--- config.mk ---
export PLATFORM = sky130hd
export DESIGN_NAME = adc_calibration_control
export DESIGN_NICKNAME = d
export VERILOG_FILES = /design/src/rtl/adc_calibration_control.v
export VERILOG_INCLUDE_DIRS = /design/src /design/src/rtl
export SDC_FILE = /design/constraint.sdc
export NUM_CORES = 1
export LEC_CHECK = 0
export BUFFER_PORTS_ARGS = -buffer_cell sky130_fd_sc_hd__buf_2
export CAP_MARGIN = 25
export CELL_PAD_IN_SITES_DETAIL_PLACEMENT = 1
export CELL_PAD_IN_SITES_GLOBAL_PLACEMENT = 1
export CORE_ASPECT_RATIO = 1.5
export CORE_UTILIZATION = 40
export CTS_CLUSTER_DIAMETER = 50
export CTS_CLUSTER_SIZE = 16
export DETAILED_ROUTE_END_ITERATION = 10
export GPL_ROUTABILITY_DRIVEN = 0
export PLACE_DENSITY = 0.8
export SETUP_SLACK_MARGIN = 0.4
export SLEW_MARGIN = 20
export SYNTH_ARGS = -nofsm -noshare
export SYNTH_HDL_FRONTEND = slang
export SYNTH_SLANG_ARGS = --single-unit
--- constraint.sdc ---
create_clock -name pclk -period 1.75 [get_ports pclk]
set_clock_uncertainty 0.1 [all_clocks]
set_input_delay 0.4375 -clock pclk [delete_from_list [all_inputs] [get_ports pclk]]
set_output_delay 0.4375 -clock pclk [all_outputs]
set_load 0.05 [all_outputs]
--- src/rtl/cal_ctrl_defines.vh ---
/*
 * register indices, field positions, reset values and step times in ns of the
 * calibration control block; assumes inclusion by bare name from rtl/.
 */
`ifndef CAL_CTRL_DEFINES_VH
`define CAL_CTRL_DEFINES_VH

// ****************************************************************
// register indices as printed, byte address is index times four
// ****************************************************************
`define IDX_RUN_CTRL 8'h61
`define IDX_MODE_CFG 8'h62
`define IDX_OFFSET_REFERENCE_SELECT_CFG 8'h65
`define IDX_TUNE_STATUS 8'h5E
`define IDX_LOOP_CTRL 8'h5C
`define IDX_TUNE_CTRL 8'h5D
`define IDX_TRIM 8'h5B
`define IDX_CAL_STATUS 8'h6A
`define IDX_IRQ_STATUS 8'h70
`define IDX_IRQ_MASK 8'h71

// ****************************************************************
// reset values
// ****************************************************************
`define RST_RUN_CTRL 8'h01
`define RST_MODE_CFG 8'h01
`define RST_OFFSET_REFERENCE_SELECT_CFG 8'h01
`define RST_LOOP_CTRL 8'h00
`define RST_TUNE_CTRL 8'h00
`define RST_TRIM 8'h00

// ****************************************************************
// field positions
// ****************************************************************
`define BIT_BGOS 3
`define BIT_FGOS 2
`define BIT_BG 1
`define BIT_FG 0
`define BIT_OFFSET_REFERENCE_SELECT 2
`define BIT_IRQ_TUNE 0
`define BIT_IRQ_FG 1
`define BIT_IRQ_OS 2

// ****************************************************************
// timing: length of each engine step in ns at 8 ns clock
// ****************************************************************
`define CLK_PERIOD_NS 8
`define FG_TIME_NS 400
`define OS_TIME_NS 200
`define TUNE_TIME_NS 160

`endif

--- src/rtl/adc_calibration_control.v ---
/*
 * calibration control and status for a multi-channel converter, with an
 * apb slave for the registers, a vco tuning sequencer and interrupt logic.
 * assumes one clock pclk at 125 MHz and asynchronous active-low presetn;
 * software follows the register programming order of the device.
 */
`timescale 1ns/1ps
`include "cal_ctrl_defines.vh"

module adc_calibration_control #(
    parameter FG_CYCLES = (`FG_TIME_NS + `CLK_PERIOD_NS - 1) / `CLK_PERIOD_NS,
    parameter OS_CYCLES = (`OS_TIME_NS + `CLK_PERIOD_NS - 1) / `CLK_PERIOD_NS,
    parameter TUNE_CYCLES = (`TUNE_TIME_NS + `CLK_PERIOD_NS - 1) / `CLK_PERIOD_NS
) (
    input wire pclk, // apb clock
    input wire presetn, // async reset, active low
    input wire psel, // apb select
    input wire penable, // apb access phase
    input wire pwrite, // apb direction
    input wire [11:0] paddr, // apb byte address
    input wire [31:0] pwdata, // apb write data
    output reg [31:0] prdata, // apb read data
    output reg pready, // apb ready
    output reg pslverr, // apb error on unmapped address
    output reg cal_reset_n, // calibration logic reset, active low
    output reg divider_reset_n, // digital and link divider reset, active low
    output reg fg_active, // foreground calibration running
    output reg os_active, // foreground offset calibration running
    output reg bg_active, // background calibration running
    output reg bg_offset_active, // background offset calibration running
    output reg offset_ref_spare, // offset target is the spare converter
    output reg [6:0] freq_trim, // oscillator frequency trim
    output reg irq // level interrupt
);

    // ****************************************************************
    // states
    // ****************************************************************
    localparam [2:0] ST_IDLE = 3'd0;
    localparam [2:0] ST_FG = 3'd1;
    localparam [2:0] ST_OS = 3'd2;
    localparam [2:0] ST_RUN = 3'd3;
    localparam [2:0] ST_DONE = 3'd4;
    localparam [1:0] TS_IDLE = 2'd0;
    localparam [1:0] TS_RUN = 2'd1;
    localparam [1:0] TS_DONE = 2'd2;

    reg [7:0] run_ctrl;
    reg [7:0] mode_cfg;
    reg [7:0] offset_reference_select_cfg;
    reg [7:0] loop_ctrl;
    reg [7:0] tune_ctrl;
    reg [2:0] irq_status;
    reg [2:0] irq_mask;
    reg [2:0] state;
    reg [1:0] tstate;
    reg [15:0] count;
    reg [15:0] tcount;
    reg run_q;
    reg loop_q;
    reg fg_done;
    reg fg_done_q;
    reg os_done;
    reg os_done_q;
    reg tune_done;
    reg tune_done_q;
    reg [31:0] next_prdata;
    reg next_err;
    reg [9:0] idx;

    wire run_bit = run_ctrl[0];
    wire access = psel && penable && pready;
    wire wr = access && pwrite && !next_err;
    wire tune_complete = (tstate == TS_DONE) || !tune_ctrl[0];
    wire [2:0] events = {os_done && !os_done_q, fg_done && !fg_done_q,
                         tune_done && !tune_done_q};

    // ****************************************************************
    // apb read decode
    // ****************************************************************
    always @*
    begin
        idx = paddr[11:2];
        next_err = 1'b0;
        next_prdata = 32'h0000_0000;
        if (paddr[1:0] != 2'b00)
            next_err = 1'b1;
        else if (idx == {2'b00, `IDX_RUN_CTRL})
            next_prdata = {24'h000000, run_ctrl};
        else if (idx == {2'b00, `IDX_MODE_CFG})
            next_prdata = {24'h000000, mode_cfg};
        else if (idx == {2'b00, `IDX_OFFSET_REFERENCE_SELECT_CFG})
            next_prdata = {24'h000000, offset_reference_select_cfg};
        else if (idx == {2'b00, `IDX_TUNE_STATUS})
            next_prdata = {31'h0000_0000, tune_complete};
        else if (idx == {2'b00, `IDX_LOOP_CTRL})
            next_prdata = {24'h000000, loop_ctrl};
        else if (idx == {2'b00, `IDX_TUNE_CTRL})
            next_prdata = {24'h000000, tune_ctrl};
        else if (idx == {2'b00, `IDX_TRIM})
            next_prdata = {25'h0000000, freq_trim};
        else if (idx == {2'b00, `IDX_CAL_STATUS})
            next_prdata = {29'h00000000, state == ST_RUN, os_done, fg_done};
        else if (idx == {2'b00, `IDX_IRQ_STATUS})
            next_prdata = {29'h00000000, irq_status};
        else if (idx == {2'b00, `IDX_IRQ_MASK})
            next_prdata = {29'h00000000, irq_mask};
        else
            next_err = 1'b1;
    end

    // ****************************************************************
    // apb slave: one wait state, answer in the second access cycle
    // ****************************************************************
    always @(posedge pclk or negedge presetn)
    begin
        if (!presetn)
        begin
            pready <= 1'b0;
            prdata <= 32'h0000_0000;
            pslverr <= 1'b0;
        end
        else
        begin
            pready <= psel && penable && !pready;
            if (psel && penable && !pready)
            begin
                prdata <= pwrite ? 32'h0000_0000 : next_prdata;
                pslverr <= next_err;
            end
            else
            begin
                prdata <= 32'h0000_0000;
                pslverr <= 1'b0;
            end
        end
    end

    // ****************************************************************
    // writable registers
    // ****************************************************************
    always @(posedge pclk or negedge presetn)
    begin
        if (!presetn)
        begin
            run_ctrl <= `RST_RUN_CTRL;
            mode_cfg <= `RST_MODE_CFG;
            offset_reference_select_cfg <= `RST_OFFSET_REFERENCE_SELECT_CFG;
            loop_ctrl <= `RST_LOOP_CTRL;
            tune_ctrl <= `RST_TUNE_CTRL;
            irq_mask <= 3'h0;
        end
        else if (wr)
        begin
            if (idx == {2'b00, `IDX_RUN_CTRL})
                run_ctrl <= pwdata[7:0];
            else if (idx == {2'b00, `IDX_MODE_CFG})
                mode_cfg <= pwdata[7:0];
            else if (idx == {2'b00, `IDX_OFFSET_REFERENCE_SELECT_CFG})
                offset_reference_select_cfg <= pwdata[7:0];
            else if (idx == {2'b00, `IDX_LOOP_CTRL})
                loop_ctrl <= pwdata[7:0];
            else if (idx == {2'b00, `IDX_TUNE_CTRL})
                tune_ctrl <= pwdata[7:0];
            else if (idx == {2'b00, `IDX_IRQ_MASK})
                irq_mask <= pwdata[2:0];
        end
    end

    // ****************************************************************
    // vco tuning engine
    // ****************************************************************
    always @(posedge pclk or negedge presetn)
    begin
        if (!presetn)
        begin
            tstate <= TS_IDLE;
            tcount <= 16'h0000;
            loop_q <= 1'b0;
            freq_trim <= 7'h00;
            tune_done <= 1'b0;
            tune_done_q <= 1'b0;
        end
        else
        begin
            loop_q <= loop_ctrl[0];
            tune_done_q <= tune_done;
            tune_done <= (tstate == TS_DONE);
            if (loop_ctrl[0])
            begin
                tstate <= TS_IDLE;
                tcount <= 16'h0000;
            end
            else
            begin
                case (tstate)
                    TS_IDLE:
                    begin
                        if (loop_q && tune_ctrl[0])
                        begin
                            tstate <= TS_RUN;
                            freq_trim <= 7'h40;
                            tcount <= 16'h0000;
                        end
                    end
                    TS_RUN:
                    begin
                        // trim parks at mid-scale; the search itself is left to the analog loop
                        if (tcount == TUNE_CYCLES[15:0] - 16'h0001)
                            tstate <= TS_DONE;
                        else
                            tcount <= tcount + 16'h0001;
                    end
                    default:
                        tstate <= tstate;
                endcase
            end
            // trim writes during a run are dropped to protect the engine
            if (wr && idx == {2'b00, `IDX_TRIM} && tstate != TS_RUN)
                freq_trim <= pwdata[6:0];
        end
    end

    // ****************************************************************
    // calibration sequencer
    // ****************************************************************
    always @(posedge pclk or negedge presetn)
    begin
        if (!presetn)
        begin
            state <= ST_IDLE;
            count <= 16'h0000;
            run_q <= 1'b0;
            fg_done <= 1'b0;
            fg_done_q <= 1'b0;
            os_done <= 1'b0;
            os_done_q <= 1'b0;
        end
        else
        begin
            run_q <= run_bit;
            fg_done_q <= fg_done;
            os_done_q <= os_done;
            if (!run_bit)
            begin
                state <= ST_IDLE;
                count <= 16'h0000;
                fg_done <= 1'b0;
                os_done <= 1'b0;
            end
            else
            begin
                case (state)
                    ST_IDLE:
                    begin
                        if (!run_q)
                        begin
                            count <= 16'h0000;
                            state <= mode_cfg[`BIT_FG] ? ST_FG : ST_DONE;
                            fg_done <= !mode_cfg[`BIT_FG];
                        end
                    end
                    ST_FG:
                    begin
                        if (count == FG_CYCLES[15:0] - 16'h0001)
                        begin
                            fg_done <= 1'b1;
                            count <= 16'h0000;
                            state <= mode_cfg[`BIT_FGOS] ? ST_OS : ST_DONE;
                        end
                        else
                            count <= count + 16'h0001;
                    end
                    ST_OS:
                    begin
                        if (count == OS_CYCLES[15:0] - 16'h0001)
                        begin
                            os_done <= 1'b1;
                            state <= ST_DONE;
                        end
                        else
                            count <= count + 16'h0001;
                    end
                    ST_DONE:
                        state <= mode_cfg[`BIT_BG] ? ST_RUN : ST_DONE;
                    default:
                        state <= mode_cfg[`BIT_BG] ? ST_RUN : ST_DONE;
                endcase
            end
        end
    end

    // ****************************************************************
    // registered control outputs and interrupt
    // ****************************************************************
    always @(posedge pclk or negedge presetn)
    begin
        if (!presetn)
        begin
            cal_reset_n <= 1'b0;
            divider_reset_n <= 1'b0;
            fg_active <= 1'b0;
            os_active <= 1'b0;
            bg_active <= 1'b0;
            bg_offset_active <= 1'b0;
            offset_ref_spare <= 1'b0;
            irq_status <= 3'h0;
            irq <= 1'b0;
        end
        else
        begin
            cal_reset_n <= run_bit;
            divider_reset_n <= run_bit;
            fg_active <= (state == ST_FG);
            os_active <= (state == ST_OS);
            bg_active <= (state == ST_RUN);
            // background offset needs background running too
            bg_offset_active <= (state == ST_RUN) && mode_cfg[`BIT_BGOS];
            offset_ref_spare <= offset_reference_select_cfg[`BIT_OFFSET_REFERENCE_SELECT];
            // set wins over a same-cycle write-one clear
            if (wr && idx == {2'b00, `IDX_IRQ_STATUS})
                irq_status <= (irq_status & ~pwdata[2:0]) | events;
            else
                irq_status <= irq_status | events;
            irq <= |(irq_status & irq_mask);
        end
    end

endmodule // adc_calibration_control

# Yosys cells after proc, flatten, opt, wreduce, memory -nomap -nowiden
# Index checks and enable logic that the tools add are counted.
dict set report totals {
  in_bits 49
  ff_bits 138
  elab_cells 171
}
dict set report op_classes {
  reduce_logical 41
  eq_ne 31
  mux 58
  add_sub_neg 2
  n_bitwise 10
}
# cell n
set ops {}
lappend ops {{$mux 16} 7}
lappend ops {{$eq 10x7->1 const B} 10}
lappend ops {{$mux 32} 3}
lappend ops {{$mux 8} 6}
lappend ops {{$pmux 16 s3} 1}
lappend ops {{$mux 7} 5}
lappend ops {{$mux 3} 11}
lappend ops {{$add 16x1->16 const B} 2}
lappend ops {{$eq 16x5->1 const B} 2}
lappend ops {{$pmux 16 s2} 1}
lappend ops {{$ne 3x3->1 const B} 7}
lappend ops {{$reduce_and 3->1} 7}
lappend ops {{$mux 1} 18}
lappend ops {{$eq 16x6->1 const B} 1}
lappend ops {{$logic_and 1x1->1} 13}
lappend ops {{$pmux 3 s3} 1}
lappend ops {{$ne 2x1->1 const B} 4}
lappend ops {{$logic_not 1->1} 7}
lappend ops {{$reduce_and 7->1} 1}
lappend ops {{$and 3x3->3} 2}
lappend ops {{$eq 3x2->1 const B} 2}
lappend ops {{$mux 2} 3}
lappend ops {{$or 3x3->3} 2}
lappend ops {{$reduce_and 6->1} 1}
lappend ops {{18 further kinds} 25}

# Depth between registers and ports, before layout
dict set report depth {
  word_depth 18
  depth_mapped 9
  depth_no_buf 7
}

# Least setup slack after synthesis
# OpenSTA, ideal clock, no wires.
dict set report synth_timing {
  kind {register -> register}
  startpoint {register pready}
  endpoint {register loop_ctrl[0]}
  t_arrival_ns 1.979
  n_path_buf 0
  required_time_ns 1.525
  path_stages_with_launch 6
  slack_ns -0.453
  cell_sequence {dfrtp_1 -> nand2_1 -> nor4_4 -> nand3_1 -> nor2_2 -> mux2_2}
}
dict set report synth_via {
  elab_chain_len 4
}
# item line_no
set synth_lines {}
lappend synth_lines {{from (decl)} adc_calibration_control.v:23} ;# output reg pready,
lappend synth_lines {{from (signal assigned)} adc_calibration_control.v:125} ;# pready <= psel && penable && !pready;
lappend synth_lines {{$logic_and 1x1->1} adc_calibration_control.v:72} ;# wire access = psel && penable && pready;
lappend synth_lines {{$logic_and 1x1->1 (2 in series)} adc_calibration_control.v:73} ;# wire wr = access && pwrite && !next_err;
lappend synth_lines {{$reduce_and 5->1 (no source line)} n/a}
lappend synth_lines {{to (signal assigned)} adc_calibration_control.v:149} ;# loop_ctrl <= `RST_LOOP_CTRL;
lappend synth_lines {{to (signal assigned)} adc_calibration_control.v:162} ;# loop_ctrl <= pwdata[7:0];
lappend synth_lines {{to (decl)} adc_calibration_control.v:51} ;# reg [7:0] loop_ctrl;
# No other way between the ends.
# A chain may end at the register's enable or synchronous reset.

# Worst setup path after layout
dict set report layout_timing {
  startpoint {register tcount[2]}
  endpoint {register tcount[7]}
}
dict set report layout_via {
  elab_chain_len 4
  word_cells_on_any_way 7
}
# item line_no
set layout_lines {}
lappend layout_lines {{from (decl)} adc_calibration_control.v:58} ;# reg [15:0] tcount;
lappend layout_lines {{from (signal assigned)} adc_calibration_control.v:212} ;# tcount <= tcount + 16'h0001;
lappend layout_lines {{$add 16x1->16} adc_calibration_control.v:212}
lappend layout_lines {{$mux 16} adc_calibration_control.v:209} ;# if (tcount == TUNE_CYCLES[15:0] - 16'h0001)
lappend layout_lines {{$pmux 16 s2} adc_calibration_control.v:196} ;# case (tstate)
lappend layout_lines {{$mux 16} adc_calibration_control.v:189} ;# if (loop_ctrl[0])
# Parallel ways exist; a longest one is shown, timed or not. The select of a mux whose other input is x is not followed.

==> flow_metrics.py <==
metrics = {
    "grt": {
        "grt_pass1_vias": 6685,
        "grt_max_degree": 39,
        "overflow": 0,
        "antenna_found_initial": 5,
        "grt_pass1_wl_mm": 43.0,
        "track_usage": 0.398,
    },
    "critical_path": {
        "cpMostUsedCell": "buf_6",
        "cp_slowest_cell": "dfrtp_1",
        "start_kind": "register",
        "cp-end-kind": "register",
        "critical_path_arrival_ps": 2380,
        "worstPathRequired_ps": 1960,
        "crit_buf_inv": 3,
        "slowest_delay_ps": 410,
        "cp_top_family": "simple AND/OR/NAND/NOR gates",
        "crit_chain": "buf_6, nor4_4, nand4_1, buf_6, buf_6, o2111ai_2, xor2_1, nor2_1",
        "critPathMaxFanout": 5,
        "path_class": "reg2reg",
    },
    "status": {
        "status": "finished, violations left",
        "violations": "negative setup slack",
    },
    "sta": {
        "worst_slack_ps": -420,
        "post-route-period-util": 1.24,
        "slew_headroom": 0.623,
        "whs_ps": 207,
        "worst_pin_slew_ps": 564,
        "hold_viol": 0,
        "fmax_ghz": 0.461,
        "min_period_ps": 2170,
        "setup_viol": 99,
        "finalMaxSlewViolations": 0,
        "grt_setup_unrepaired": "true",
    },
    "pwr": {
        "switchingPower_mw": 2.02,
        "power_mw": 7.09,
        "ir_drop_uv": 657,
        "p_leak_nw": 4.35,
        "p_sw_frac": 0.285,
        "clkPwrFrac": 0.550,
        "power_frac_comb": 0.077,
        "p_int_mw": 5.07,
        "p_seq_frac": 0.373,
        "power.density_mw_per_mm2": 742,
    },
    "synth": {
        "synthDistinctLibCells": 71,
        "netlist.area_leader.share": 0.468,
        "syn_area_sq_mm": 0.00594,
        "ys_warn_count": 0,
        "syn_avg_cell_area_sq_um": 10.8,
        "synthCells": 550,
        "synth-seq-area-share": 0.481,
        "synthFlopType": "dfrtp_1",
        "synth-simple-area-share": 0.200,
        "synthMuxAreaShare": 0.104,
        "synth_compound_area_frac": 0.120,
        "synth_edf_count": 0,
        "yosysTopAreaCell": "dfrtp_1",
        "synth_xor_area_frac": 0.0251,
        "ys_ff_latch": 114,
        "synth_area_leaders": "dfrtp_1 47%, mux2_2 10%, buf_4 3.3%",
        "synth_top_family_by_area": "simple AND/OR/NAND/NOR gates",
        "async_flop_share": 1.00,
        "synthAdderAreaFrac": 0.00843,
    },
    "placement": {
        "dp_cells": 888,
        "portBuffers": 49,
        "placed_cell_area_sq_mm": 0.00728,
        "dp_hpwl_mm": 13.9,
        "dp_slack_ps": -415,
    },
    "clocking": {
        "cts_root_buf": "clkbuf_16",
        "clock_latency_ps": 450,
        "cts_tree": "done",
        "cts_buffer_depth": 2,
        "path_clk_slew_ps": 70,
        "cts_buffers": 17,
        "clkSinkCount": 114,
        "htreeDepth": 4,
    },
    "route": {
        "viasPerCell": 6.82,
        "drtPass1Iterations": 5,
        "drtIter0Drc": 619,
        "wl_per_cell_um": 36.2,
        "drt_wl_total_mm": 35.3,
        "drtAntennaViolNets": 0,
        "remaining_drc_errors": 0,
        "route.vias.total": 6654,
    },
    "floorplan": {
        "core_area_sq_mm": 0.0145,
        "fp.dieArea_sq_mm": 0.0153,
        "start_util": 0.409,
        "die_h_um": 151,
        "num_rows": 54,
        "die_x_um": 101,
        "pin_count": 98,
    },
    "layout": {
        "layoutNonFillerInstCount": 976,
        "fin_area_sq_mm": 0.00955,
        "drive_above_1_share": 0.579,
        "nNetsFinal": 816,
        "syn_to_final_growth_pct": 60.9,
    },
    "flow_run": {
        "maxCapViolations": 0,
    },
    "hold_path": {
        "hp-class": "in2reg",
    },
}
[state kept, by name, indices dropped and copies added, names as in the netlist, 2 cells and up]
| name | count |
|---|---|
| tcount | 16 |
| tune_ctrl | 8 |
| irq_status | 3 |
| prdata | 8 |
| state | 3 |
| run_ctrl | 8 |
| mode_cfg | 8 |
| count | 16 |
| freq_trim | 7 |
| tstate | 2 |
| offset_reference_select_cfg | 8 |
| loop_ctrl | 8 |
| irq_mask | 3 |
[synth_stat cells (2+ instances only)]
master and instances:
dfrtp_1 111, mux2_2 53, nand2_1 46, buf_4 26
o21ai_0 25, nor2_1 24, nand3_1 19, xor2_1 16
nand4_1 15, a21oi_1 14, inv_1 12, and2_1 11
clkbuf_1 11, o211ai_1 10, a22o_1 9, and3_1 9
buf_2 9, nor3_1 9, nor4_1 8, o221ai_1 7
nor2b_1 6, a222oi_1 5, and4_1 5, o2111ai_1 5
or3_1 5, a31oi_1 4, ha_1 4, nor3b_1 4
or4_1 4, and3b_1 3, and4b_1 3, dfstp_2 3
nand2b_1 3, nand3b_1 3, nand4_2 3, nor4_2 3
o31ai_1 3, a22oi_1 2, nand3_2 2, nand4b_1 2
nor2_2 2, o21ai_1 2, o22ai_1 2
[worst reg2reg max path: stages, from the launching register on]
cell	delay (ps)
dfrtp_1	410
buf_6	140
nor4_4	340
nand4_1	190
buf_6	190
buf_6	130
o2111ai_2	200
xor2_1	280
nor2_1	90
[path summary, 6_finish.rpt]
check,start,to,slack [ps],depth (start not counted)
max in group asynchronous,presetn,tstate[0],630,3
setup reg to reg,tcount[2],tcount[7],-420,8
hold / removal,pwdata[4],freq_trim[4],210,3
hold reg to reg,tune_done,tune_done_q,350,0
setup / recovery,tcount[2],tcount[7],-420,8
min in group asynchronous,presetn,count[8],320,2
[stage by stage]
step / setup TNS, ps / utilization
finish: -18960 / 0.658
floorplan: -10210 / -
global route: -21400 / 0.657
CTS: -2780 / 0.621
global placement: -15830 / 0.501
detailed placement: -22560 / 0.501
[what timing repair did]
| action | 4_1_cts | 5_1_grt |
|---|---|---|
| endpoints found under the hold margin | 12 | 0 |
| buffers inserted | 31 | 17 |
| gates resized for setup | 211 | 84 |
| hold buffers | 1 | 0 |
| cloned | 3 | 0 |
| setup endpoints to repair | 126 | 126 |
| pin swaps | 33 | 25 |
[power groups by stage]
stage / combinational (mW) / clock [mW] / sequential, mW
floorplan: 0.257 / 0 / 2.70
global placement: 0.395 / 0 / 2.69
detailed placement: 0.415 / 0 / 2.69
CTS: 0.467 / 3.74 / 2.64
global route: 0.563 / 3.97 / 2.65
finish: 0.548 / 3.90 / 2.65
[final cells by class]
cell class              instances  area (sq um)
clock inverters                15           194
inverters                      12          47.5
well taps                     196           245
fillers                      1439          4970
diodes                          4          10.0
repair buffers                220          2030
multi-input cells             398          3740
clock buffers                  17           425
flip-flops and latches        114          2860
[routing by layer]
metal | part of all wire | vias to the layer above | track usage | routed length (um)
met5 | 0.00037 | - | 0.00350 | 13
met4 | 0.092 | 2 | 0.315 | 3250
met3 | 0.11 | 272 | 0.118 | 3960
met2 | 0.46 | 626 | 0.670 | 16400
met1 | 0.33 | 3327 | 0.409 | 11700
li1 | - | 2427 | - | -
[logic make-up after synthesis]
logic type | after synthesis
fa+ha+maj | 4
compound gates | 100
mux | 55
simple gates | 198
flops | 114
xor+xnor | 17
buf+inv | 61
other cells | 1
[layout by cell type, fill, tap and decap left out, types with 14 or more instances in the layout]
cell type	count
clkbuf_16	17
mux2_2	40
xor2_1	14
dfrtp_1	105
mux2_4	14
conb_1	24
nor2_1	18
nand2_1	33
buf_4	120
nand4_1	15
buf_2	21
buf_6	61
Note: power is estimated with default switching activity, not from simulation.
